$ cat config.mk
export PLATFORM = sky130hd
export DESIGN_NAME = logic_capture_trigger_control
export DESIGN_NICKNAME = d
export VERILOG_FILES = /design/src/shared/capture_pkg.sv /design/src/design/logic_capture_trigger_control.sv
export SDC_FILE = /design/constraint.sdc
export NUM_CORES = 1
export LEC_CHECK = 0
export BUFFER_PORTS_ARGS = -buffer_cell sky130_fd_sc_hd__buf_2
export CAP_MARGIN = 20
export CORE_MARGIN = 2
export CORE_UTILIZATION = 55
export DETAILED_ROUTE_END_ITERATION = 12
export PLACE_DENSITY_LB_ADDON = 0.05
export SLEW_MARGIN = 20
export SYNTH_ARGS = -nofsm -noshare
export SYNTH_HDL_FRONTEND = slang
export SYNTH_SLANG_ARGS = --single-unit
export TNS_END_PERCENT = 30
$ cat constraint.sdc
create_clock -name sys_clk -period 10.8 [get_ports sys_clk]
set_input_delay 0.54 -clock sys_clk [delete_from_list [all_inputs] [get_ports sys_clk]]
set_output_delay 0.54 -clock sys_clk [all_outputs]
set_load 0.05 [all_outputs]
$ cat src/shared/capture_pkg.sv
package capture_pkg;
	localparam int unsigned AW = 12;
	localparam int unsigned CW = 13;
	localparam logic [12:0] MEM_DEPTH = 13'h1000;
	localparam logic [12:0] REARM_SAMPLES = 13'h0028;
	localparam int unsigned BLOCK_SHIFT = 4;
	localparam logic [7:0] OFS_CTRL = 8'h00;
	localparam logic [7:0] OFS_MODE = 8'h04;
	localparam logic [7:0] OFS_PRE = 8'h08;
	localparam logic [7:0] OFS_POST = 8'h0C;
	localparam logic [7:0] OFS_SEG = 8'h10;
	localparam logic [7:0] OFS_PAT_HI = 8'h14;
	localparam logic [7:0] OFS_PAT_LO = 8'h18;
	localparam logic [7:0] OFS_PAT_EDGE = 8'h1C;
	localparam logic [7:0] OFS_DIV = 8'h20;
	localparam logic [7:0] OFS_FREE = 8'h24;
	localparam logic [7:0] OFS_NOTIFY = 8'h28;
	localparam logic [7:0] OFS_STATUS = 8'h2C;
	localparam logic [7:0] OFS_ASYNC = 8'h30;
	localparam logic [7:0] OFS_TSTAMP = 8'h34;
	localparam logic [31:0] MODE_RESET = 32'h0001_0000;
	localparam logic [8:0] LEN_RESET = 9'h001;
	localparam logic [7:0] SEG_RESET = 8'h10;
	localparam logic [12:0] NOTIFY_RESET = 13'h0800;
	typedef enum logic [2:0] {
		ST_IDLE = 3'b000,
		ST_PRE = 3'b001,
		ST_ARMED = 3'b010,
		ST_POST = 3'b011,
		ST_GATE = 3'b100,
		ST_REARM = 3'b101,
		ST_DONE = 3'b110
	} state_t;
	typedef enum logic [1:0] {
		MODE_RING = 2'b00,
		MODE_FIFO = 2'b01,
		MODE_MULTI = 2'b10,
		MODE_GATED = 2'b11
	} acq_mode_t;
endpackage : capture_pkg

$ cat src/design/logic_capture_trigger_control.sv
// The implementer's own choices: strobed register access and the address map.
`timescale 1ns/100ps
// mode register: [1:0] mode, [2] stream, [4:3] clock, [6:5] ext edge,
// [8:7] state clock edge, [9] gate level, [11:10] stamp base, [12] stamp on,
// [13] clock out on, [15:14] channels, [19:16] source enables,
// [21:20] pattern edge, [25:22] clock delay, [28:26] line 0, [31:29] line 1
module logic_capture_trigger_control
	import capture_pkg::*;
(
	input wire logic sys_clk,
	input wire logic rst_b,
	input wire logic [7:0] reg_addr,
	input wire logic [31:0] reg_wdata,
	input wire logic reg_wr,
	input wire logic reg_rd,
	output logic [31:0] reg_rdata,
	input wire logic [31:0] sample_data_inputs,
	input wire logic external_trigger_input,
	input wire logic external_clock_input,
	input wire logic gate_input,
	input wire logic timestamp_ref_input,
	input wire logic [7:0] hub_trigger_inputs,
	output logic mem_wr_valid,
	output logic [11:0] mem_wr_addr,
	output logic [31:0] mem_wr_data,
	output logic ts_wr_valid,
	output logic [31:0] ts_wr_data,
	output logic stream_irq,
	output logic trigger_output,
	output logic sampling_clock_output,
	output logic multi_function_line_0,
	output logic multi_function_line_1
);
	typedef struct packed {
		state_t st;
		logic [31:0] mode;
		logic [8:0] pre_blk;
		logic [8:0] post_blk;
		logic [7:0] seg_blk;
		logic [31:0] pat_hi;
		logic [31:0] pat_lo;
		logic [31:0] pat_edge;
		logic [7:0] div;
		logic [12:0] notify;
		logic [1:0] async_out;
		logic [31:0] d_s1;
		logic [31:0] d_s2;
		logic [2:0] trg_s;
		logic [2:0] clk_s;
		logic [1:0] gate_s;
		logic [2:0] ref_s;
		logic [7:0] hub_s1;
		logic [7:0] hub_s2;
		logic [15:0] dly;
		logic [7:0] div_cnt;
		logic [31:0] prev;
		logic pend_ext;
		logic pend_sw;
		logic [12:0] wr_off;
		logic [12:0] seg_base;
		logic [12:0] cnt;
		logic [12:0] fill;
		logic [15:0] seg_count;
		logic overrun;
		logic trig_seen;
		logic [31:0] ts_cnt;
		logic mem_wr;
		logic [11:0] mem_addr;
		logic [31:0] mem_data;
		logic ts_wr;
		logic [31:0] ts_data;
		logic irq;
		logic trig_out;
		logic clk_out;
		logic mf0;
		logic mf1;
		logic [31:0] rdata;
	} cap_t;

	cap_t cur_r;
	cap_t cur_nxt;

	// block count to samples; a zero count still means the 16-sample minimum
	function automatic logic [12:0] blocks_to_len(input logic [8:0] blk);
		logic [8:0] b;
		b = (blk == 9'h000) ? 9'h001 : blk;
		return {b[8:0], 4'h0};
	endfunction : blocks_to_len

	// multi-function line source select
	function automatic logic line_select(input logic [2:0] sel, input logic abit,
		input logic trg, input state_t st, input logic seen);
		logic v;
		unique case (sel)
			3'h0: v = abit;
			3'h1: v = trg;
			3'h2: v = (st == ST_ARMED);
			3'h3: v = seen;
			3'h4: v = (st == ST_DONE);
			default: v = 1'b0;
		endcase
		return v;
	endfunction : line_select

	logic wr_hit;
	logic rd_hit;
	acq_mode_t amode;
	logic streaming;
	logic [12:0] seg_len;
	logic [12:0] pre_need;
	logic [12:0] post_len;
	logic [31:0] chan_mask;
	logic [31:0] cur_word;
	logic se;
	logic gate_act;
	logic pat_fire;
	logic trig_fire;
	logic do_write;
	logic wr_ok;
	logic seg_end;
	logic [12:0] next_base;
	logic [31:0] rise;
	logic [31:0] fall;
	logic edge_ok;
	logic clk_rise;
	logic clk_fall;
	logic ext_rise;
	logic ext_fall;
	logic [12:0] freed;

	// derived configuration and pin events
	always_comb
	begin
		amode = acq_mode_t'(cur_r.mode[1:0]);
		streaming = (amode == MODE_FIFO) | cur_r.mode[2];
		seg_len = ((amode == MODE_RING) || (amode == MODE_FIFO)) ? MEM_DEPTH
			: blocks_to_len({1'b0, cur_r.seg_blk});
		post_len = blocks_to_len(cur_r.post_blk);
		pre_need = (amode == MODE_RING) ? seg_len - post_len
			: blocks_to_len(cur_r.pre_blk);
		unique case (cur_r.mode[15:14])
			2'b01: chan_mask = 32'h0000_FFFF;
			2'b10: chan_mask = 32'h0000_00FF;
			default: chan_mask = 32'hFFFF_FFFF;
		endcase
		cur_word = cur_r.d_s2 & chan_mask;
		// edges of the state clock and the external trigger; narrow pulses are missed, so the source keeps min times
		clk_rise = cur_r.clk_s[1] & ~cur_r.clk_s[2];
		clk_fall = ~cur_r.clk_s[1] & cur_r.clk_s[2];
		ext_rise = cur_r.trg_s[1] & ~cur_r.trg_s[2];
		ext_fall = ~cur_r.trg_s[1] & cur_r.trg_s[2];
		if (cur_r.mode[4:3] == 2'b10)
			se = cur_r.dly[cur_r.mode[25:22]];
		else
			se = (cur_r.div_cnt == 8'h00);
		gate_act = (cur_r.gate_s[1] == cur_r.mode[9]);
		rise = cur_word & ~cur_r.prev & cur_r.pat_edge;
		fall = ~cur_word & cur_r.prev & cur_r.pat_edge;
		unique case (cur_r.mode[21:20])
			2'b01: edge_ok = |fall;
			2'b10: edge_ok = |(rise | fall);
			default: edge_ok = |rise;
		endcase
		pat_fire = ((cur_word & cur_r.pat_hi) == cur_r.pat_hi)
			&& ((~cur_word & cur_r.pat_lo) == cur_r.pat_lo)
			&& ((cur_r.pat_edge == 32'h0000_0000) || edge_ok);
		trig_fire = se & ((cur_r.mode[16] & cur_r.pend_ext)
			| (cur_r.mode[17] & pat_fire)
			| (cur_r.mode[18] & cur_r.pend_sw)
			| (cur_r.mode[19] & (|cur_r.hub_s2)));
		wr_ok = ~(streaming && (cur_r.fill == MEM_DEPTH));
		do_write = se && ((cur_r.st == ST_PRE) || (cur_r.st == ST_ARMED)
			|| (cur_r.st == ST_POST) || (cur_r.st == ST_GATE));
		next_base = cur_r.seg_base + seg_len;
		seg_end = (cur_r.st == ST_POST) && se && (cur_r.cnt + 13'h0001 >= post_len);
		wr_hit = reg_wr;
		rd_hit = reg_rd;
		freed = (wr_hit && (reg_addr == OFS_FREE)) ? reg_wdata[12:0] : 13'h0000;
	end

	// next state of the whole block
	always_comb
	begin
		cur_nxt = cur_r;
		cur_nxt.d_s1 = sample_data_inputs;
		cur_nxt.d_s2 = cur_r.d_s1;
		cur_nxt.trg_s = {cur_r.trg_s[1:0], external_trigger_input};
		cur_nxt.clk_s = {cur_r.clk_s[1:0], external_clock_input};
		cur_nxt.gate_s = {cur_r.gate_s[0], gate_input};
		cur_nxt.ref_s = {cur_r.ref_s[1:0], timestamp_ref_input};
		cur_nxt.hub_s1 = hub_trigger_inputs;
		cur_nxt.hub_s2 = cur_r.hub_s1;
		cur_nxt.mem_wr = 1'b0;
		cur_nxt.ts_wr = 1'b0;
		cur_nxt.trig_out = 1'b0;
		cur_nxt.dly = {cur_r.dly[14:0],
			(cur_r.mode[7] & clk_rise) | (cur_r.mode[8] & clk_fall)};
		cur_nxt.div_cnt = (cur_r.div_cnt >= cur_r.div) ? 8'h00
			: cur_r.div_cnt + 8'h01;
		// pending triggers: a new event wins over consumption in the same cycle
		cur_nxt.pend_ext = (cur_r.pend_ext & ~se)
			| (cur_r.mode[5] & ext_rise) | (cur_r.mode[6] & ext_fall);
		cur_nxt.pend_sw = (cur_r.pend_sw & ~se)
			| (wr_hit && (reg_addr == OFS_CTRL) && reg_wdata[2]);
		if (se)
		begin
			cur_nxt.prev = cur_word;
			cur_nxt.ts_cnt = cur_r.ts_cnt + 32'h0000_0001;
			if (cur_r.mode[13])
				cur_nxt.clk_out = ~cur_r.clk_out;
		end
		if (!cur_r.mode[13])
			cur_nxt.clk_out = 1'b0;
		// time base restarts from the selected zero
		if ((cur_r.mode[11:10] == 2'b10) && cur_r.ref_s[1] && !cur_r.ref_s[2])
			cur_nxt.ts_cnt = 32'h0000_0000;
		if (wr_hit && (reg_addr == OFS_CTRL) && reg_wdata[3]
			&& (cur_r.mode[11:10] == 2'b01))
			cur_nxt.ts_cnt = 32'h0000_0000;

		// sample store; in streaming a full buffer drops the sample and flags it
		if (do_write)
		begin
			if (wr_ok)
			begin
				cur_nxt.mem_wr = 1'b1;
				cur_nxt.mem_addr = cur_r.seg_base[11:0] + cur_r.wr_off[11:0];
				cur_nxt.mem_data = cur_word;
				cur_nxt.wr_off = (cur_r.wr_off + 13'h0001 >= seg_len) ? 13'h0000
					: cur_r.wr_off + 13'h0001;
			end
			else
				cur_nxt.overrun = 1'b1;
		end
		cur_nxt.fill = cur_r.fill + {12'h000, streaming & do_write & wr_ok}
			- ((freed > cur_r.fill) ? cur_r.fill : freed);
		cur_nxt.irq = streaming && (cur_r.fill >= cur_r.notify);

		// acquisition sequence
		unique case (cur_r.st)
			ST_IDLE, ST_DONE:
			begin
			end
			ST_PRE:
				if (se)
				begin
					cur_nxt.cnt = cur_r.cnt + 13'h0001;
					if (cur_r.cnt + 13'h0001 >= pre_need)
						cur_nxt.st = ST_ARMED;
				end
			ST_ARMED:
				if (amode == MODE_GATED)
				begin
					if (se && gate_act)
						cur_nxt.st = ST_GATE;
				end
				else if (trig_fire && (amode != MODE_FIFO))
				begin
					cur_nxt.st = ST_POST;
					cur_nxt.cnt = 13'h0000;
				end
			ST_GATE:
				if (se && !gate_act)
				begin
					cur_nxt.st = ST_POST;
					cur_nxt.cnt = 13'h0000;
				end
			ST_POST:
				if (se)
					cur_nxt.cnt = cur_r.cnt + 13'h0001;
			ST_REARM:
				if (se)
				begin
					cur_nxt.cnt = cur_r.cnt + 13'h0001;
					if (cur_r.cnt + 13'h0001 >= REARM_SAMPLES)
					begin
						cur_nxt.st = ST_PRE;
						cur_nxt.cnt = 13'h0000;
					end
				end
			default:
				cur_nxt.st = ST_IDLE;
		endcase

		// end of a post area: ring stops, segmented modes move on and re-arm, or stop when memory is full and stream is off
		if (seg_end)
		begin
			cur_nxt.cnt = 13'h0000;
			if (amode == MODE_RING)
				cur_nxt.st = ST_DONE;
			else
			begin
				cur_nxt.seg_count = cur_r.seg_count + 16'h0001;
				cur_nxt.wr_off = 13'h0000;
				cur_nxt.st = ST_REARM;
				if (next_base + seg_len > MEM_DEPTH)
				begin
					if (cur_r.mode[2])
						cur_nxt.seg_base = 13'h0000;
					else
						cur_nxt.st = ST_DONE;
				end
				else
					cur_nxt.seg_base = next_base;
			end
		end

		// with stamp on (mode bit 12), every trigger and gate start is logged with its time position
		if (trig_fire && (cur_r.st == ST_ARMED))
		begin
			cur_nxt.trig_out = 1'b1;
			cur_nxt.trig_seen = 1'b1;
			if (cur_r.mode[12])
			begin
				cur_nxt.ts_wr = 1'b1;
				cur_nxt.ts_data = cur_r.ts_cnt;
			end
		end
		if ((amode == MODE_GATED) && se && gate_act && (cur_r.st == ST_ARMED))
		begin
			cur_nxt.trig_seen = 1'b1;
			cur_nxt.ts_wr = cur_r.mode[12];
			cur_nxt.ts_data = cur_r.ts_cnt;
		end

		// register writes
		if (wr_hit)
		begin
			unique case (reg_addr)
				OFS_CTRL:
				begin
					if (reg_wdata[0])
					begin
						cur_nxt.st = ST_PRE;
						cur_nxt.cnt = 13'h0000;
						cur_nxt.wr_off = 13'h0000;
						cur_nxt.seg_base = 13'h0000;
						cur_nxt.seg_count = 16'h0000;
						cur_nxt.fill = 13'h0000;
						cur_nxt.overrun = 1'b0;
						cur_nxt.trig_seen = 1'b0;
						if (cur_r.mode[11:10] == 2'b00)
							cur_nxt.ts_cnt = 32'h0000_0000;
					end
					if (reg_wdata[1])
						cur_nxt.st = ST_IDLE;
				end
				OFS_MODE: cur_nxt.mode = reg_wdata;
				OFS_PRE: cur_nxt.pre_blk = reg_wdata[8:0];
				OFS_POST: cur_nxt.post_blk = reg_wdata[8:0];
				OFS_SEG: cur_nxt.seg_blk = reg_wdata[7:0];
				OFS_PAT_HI: cur_nxt.pat_hi = reg_wdata;
				OFS_PAT_LO: cur_nxt.pat_lo = reg_wdata;
				OFS_PAT_EDGE: cur_nxt.pat_edge = reg_wdata;
				OFS_DIV: cur_nxt.div = reg_wdata[7:0];
				OFS_NOTIFY: cur_nxt.notify = reg_wdata[12:0];
				OFS_ASYNC: cur_nxt.async_out = reg_wdata[1:0];
				default:
				begin
				end
			endcase
		end

		// read data stands only in the cycle after the strobe
		cur_nxt.rdata = 32'h0000_0000;
		if (rd_hit)
		begin
			unique case (reg_addr)
				OFS_MODE: cur_nxt.rdata = cur_r.mode;
				OFS_PRE: cur_nxt.rdata = {23'h000000, cur_r.pre_blk};
				OFS_POST: cur_nxt.rdata = {23'h000000, cur_r.post_blk};
				OFS_SEG: cur_nxt.rdata = {24'h000000, cur_r.seg_blk};
				OFS_PAT_HI: cur_nxt.rdata = cur_r.pat_hi;
				OFS_PAT_LO: cur_nxt.rdata = cur_r.pat_lo;
				OFS_PAT_EDGE: cur_nxt.rdata = cur_r.pat_edge;
				OFS_DIV: cur_nxt.rdata = {24'h000000, cur_r.div};
				OFS_FREE: cur_nxt.rdata = {19'h00000, cur_r.fill};
				OFS_NOTIFY: cur_nxt.rdata = {19'h00000, cur_r.notify};
				OFS_STATUS: cur_nxt.rdata = {cur_r.seg_count, 11'h000,
					cur_r.overrun, cur_r.trig_seen, cur_r.st};
				OFS_ASYNC: cur_nxt.rdata = {30'h00000000, cur_r.async_out};
				OFS_TSTAMP: cur_nxt.rdata = cur_r.ts_cnt;
				default: cur_nxt.rdata = 32'h0000_0000;
			endcase
		end

		cur_nxt.mf0 = line_select(cur_r.mode[28:26], cur_r.async_out[0],
			cur_r.trig_out, cur_r.st, cur_r.trig_seen);
		cur_nxt.mf1 = line_select(cur_r.mode[31:29], cur_r.async_out[1],
			cur_r.trig_out, cur_r.st, cur_r.trig_seen);
	end

	// single state register; configuration takes its reset values
	always_ff @(posedge sys_clk or negedge rst_b)
	begin
		if (!rst_b)
		begin
			cur_r <= '0;
			cur_r.st <= ST_IDLE;
			cur_r.mode <= MODE_RESET;
			cur_r.pre_blk <= LEN_RESET;
			cur_r.post_blk <= LEN_RESET;
			cur_r.seg_blk <= SEG_RESET;
			cur_r.notify <= NOTIFY_RESET;
		end
		else
			cur_r <= cur_nxt;
	end

	assign reg_rdata = cur_r.rdata;
	assign mem_wr_valid = cur_r.mem_wr;
	assign mem_wr_addr = cur_r.mem_addr;
	assign mem_wr_data = cur_r.mem_data;
	assign ts_wr_valid = cur_r.ts_wr;
	assign ts_wr_data = cur_r.ts_data;
	assign stream_irq = cur_r.irq;
	assign trigger_output = cur_r.trig_out;
	assign sampling_clock_output = cur_r.clk_out;
	assign multi_function_line_0 = cur_r.mf0;
	assign multi_function_line_1 = cur_r.mf1;
endmodule : logic_capture_trigger_control

==> impl_results.md <==
* Nature of the critical path endpoint: register
* Finished Core Util at 62.1%
* Sequential area share after synthesis at 48.7%
* Antenna violations before repair at 4
* FF-to-FF Start: cur_r[255]
* Synth Area per Inst at 10.8 um^2
* Period utilisation layout at 55.9%
* Pwr dens at 205 nW/um^2
* Crit start category: register
* R2r endpoint: cur_r[177]
* Post-CTS resize count at 0
* Worst hold path type: in2async
* CTS tree: yes
* Reg2Reg Depth at 18
* Sw Share at 36.1%
* Ys flop type: dfrtp_1
* Final min period at 6.03 ns
* Switch Pwr at 2.31 mW
* DR vias/cell at 6.30
* Post-synth EDFFs at 0
* First-pass GRT wire length at 130,000 um
* Final Hold Fails at 15
* Ys Warns at 0
* Port Buffers at 202
* Max-cap violations at 0
* Drt initial violations at 2,356
* Crit path buffers/inverters at 2
* Crit path max-delay cell type: inv_1
* Post-route design area at 31,200 um^2
* All-Layer GR Usage at 32.5%
* Finish-stage setup viols at 0
* Post-synthesis cell count at 2,603
* Share of post-route cells with drive strength above 1 at 20.7%
* Total Wirelength at 86,200 um
* ANT cells at 0
* Die area at 52,900 um^2
* VDD IR-drop max at 0.181 mV
* Reg power frac at 41.6%
* Clk Latency, worst-skew pair at 0.65 ns
* Netlist cell types at 85
* Post-DP HPWL at 62,700 um
* FF+latch area at 13,700 um^2
* Max Slew Vio Count at 0
* Die Wd at 230 um
* GR Overflow Total at 0
* Vias at 21,600
* Clock Skews at 0.0333 ns
* Largest net degree at the start of global routing at 119
* Wire per inst at 25.2 um
* Cell taking the most area after synthesis: dfrtp_1
* Top-area cell type share of the netlist area at 48.2%
* Unrepaired setup endpoints after global routing: no
* Async S/R FF share, synth at 100%
* Critical path peak fanout at 90
* Layout fillers at 4,184
* Post-synthesis register bit count at 546
* Reg2Reg Setup Slack at 4.77 ns
* Clk root buf: clkbuf_16
* Worst hold slack at -0.0225 ns
* Multi-input gate area at 12,700 um^2
* Top post-synthesis cells by area: dfrtp_1 48%, mux2_2 7.3%, ha_1 5.8%, nand2_1 3.3%, buf_4 3.0%
* Setup Crit Path Kind: reg2reg
* DRC viols at 0
* Setup TNS at 0 ns
* P_int at 4.09 mW
* Max incr delay on CP at 0.84 ns
* Fmax at 166 MHz
* Failing checks: hold timing
* Status: finished, violations left
* Post-DP Area at 28,900 um^2
* Cell Chain, Critical Path: nor4_1, nand4_1, nand2_2, nand3_4, inv_1, nand2b_1, ha_1, inv_1, ha_1, fa_1, a21o_1, a21o_1, a21oi_1, o21ai_0, a41oi_1, a21oi_1, xnor3_1, nor2_1
* Nets@finish at 2,928
* CTS clk-pin slew, worst paths at 0.06 ns
* I/O pin cnt at 203
* Power, Total at 6.40 mW
* Rel. slew slack at 27.4%
* Critical Path RT at 11.32 ns
* P_leak at 14.7 nW
* Delay-heaviest family, CP: simple AND/OR/NAND/NOR gates
* Syn Nets at 2,826
* TritonCTS Buffers at 58
* Cell Area, Synth at 28,100 um^2
* Clock Power Share at 31.9%
* Logic pwr share at 26.4%
* Initial Util at 55.9%
* Worst-margin pin slew at 1.08 ns
* TritonRoute pass-1 iters at 11
* Vias in the first global route at 21,300
* Clock tree buffer depth at 3
* Chip Height at 230 um
* Final ANT Viol Nets at 0
* Row count at 82
* Post-CTS Setup Repair Bufs at 0
* Core area at 50,300 um^2
* Data arrival time of the worst path at 6.55 ns
* Sink Count at 546
* H-tree levels at 2
* Routability congestion estimate from global placement at 0.955
* Syn-to-layout area delta at 11.0%
logic make-up after synthesis:
group	synth area share [%]
xor gates and xnor gates	3.00
and+or+nand+nor	12.6
buffers and inverters	6.26
adders and majority gates	6.15
DFF	48.7
AOI/OAI and AO/OA	12.9
muxes	10.5
per-layer routing:
metal / vias to the layer above / GRT usage (%) / wire, um
met1: 10900 / 43.8 / 35500
met2: 932 / 52.2 / 40200
met3: 254 / 4.95 / 6220
met5: - / 0 / 24
met4: 4 / 14.6 / 4210
li1: 9528 / - / -
how the worst max path moves through the flow:
stage               slack, ns  cells after the start         end   startpoint
floorplan                5.32                     27  cur_r[177]  reg_addr[1]
global placement         4.76                     27  cur_r[177]  reg_addr[1]
detailed placement       4.66                     27  cur_r[177]  reg_addr[1]
CTS                      4.74                     19  cur_r[177]   cur_r[535]
global route             4.21                     18  cur_r[177]   cur_r[255]
finish                   4.77                     18  cur_r[177]   cur_r[255]
power groups by stage:
| stage | Clock [mW] | Combinational, mW | Sequential (mW) |
|---|---|---|---|
| after floorplan | 0 | 1.39 | 2.55 |
| after global placement | 0 | 1.64 | 2.68 |
| after detailed placement | 0 | 1.68 | 2.69 |
| after CTS | 2.07 | 1.70 | 2.66 |
| after global routing | 2.15 | 1.89 | 2.70 |
| final | 2.04 | 1.69 | 2.67 |
synth_stat cells, types with 15 or more instances:
master and number:
dfrtp_1 541, nand2_1 249, mux2_2 181, ha_1 130, nor2_1 130, o21ai_0 129
inv_1 125, buf_4 111, a21oi_1 92, clkbuf_1 62, xnor2_1 57, nand3_1 52
a222oi_1 47, a22oi_1 39, nand4_1 37, nor4_1 37, xor2_1 34, and3_1 32
mux2i_1 31, mux2_4 30, buf_1 29, nor2b_1 29, nor3_1 29, or3_1 27
a21o_1 25, nand2b_1 24, a22o_1 21, a211oi_1 19, o22ai_1 19, a31oi_1 18
nand3b_1 15
cell usage in the layout (no fill, tap or decap), types with 37 or more instances in the layout:
cell type,instances
xnor2_1,57
a21oi_1,92
inv_1,125
nor2_1,125
nand3_1,51
nand4_1,37
clkbuf_16,59
buf_2,201
nand2_1,248
dfrtp_1,541
ha_1,130
a22oi_1,39
mux2_2,181
a222oi_1,47
o21ai_0,129
worst register-to-register path, stage by stage, from the launching register on:
cell and delay, ns:
dfrtp_1 0.43, nor4_1 0.43, nand4_1 0.36, nand2_2 0.53, nand3_4 0.79, inv_1 0.84, nand2b_1 0.15, ha_1 0.31
inv_1 0.04, ha_1 0.20, fa_1 0.42, a21o_1 0.18, a21o_1 0.20, a21oi_1 0.19, o21ai_0 0.17, a41oi_1 0.31
a21oi_1 0.13, xnor3_1 0.21, nor2_1 0.04
metrics by stage:
step / std cells / setup WS (ns) / hold slack, ns
global placement: 3284 / 4.76 / 0.333
detailed placement: 3284 / 4.66 / 0.336
floorplan: 2603 / 5.32 / 0.244
finish: 3425 / 4.77 / -0.0225
CTS: 3425 / 4.74 / 0.000372
global route: 3425 / 4.21 / 0.00151
registers in the layout (all words and copies together) (netlist names):
name and cells:
sampling_clock_output 1, mem_wr_valid 1, stream_irq 1, multi_function_line_0 1
cur_r 367, trigger_output 1, multi_function_line_1 1, mem_wr_data 32
ts_wr_data 32, cur_nxt 62, amode 2, mem_wr_addr 12
ts_wr_valid 1, reg_rdata 32
timing repair:
item | 4_1_cts | 5_1_grt
endpoints found under the setup margin | 0 | 0
hold endpoints to repair | 33 | 0
hold buffers | 33 | 0
area by class of cell:
class	count	area share [%]
clock buffer	93	5.85
clock inverter	15	0.493
inverter	125	1.50
multi-input combinational	1715	40.7
sequential	546	43.8
tap	672	2.70
timing repair buffer	259	4.91
Power figures use the tool's default switching activity.
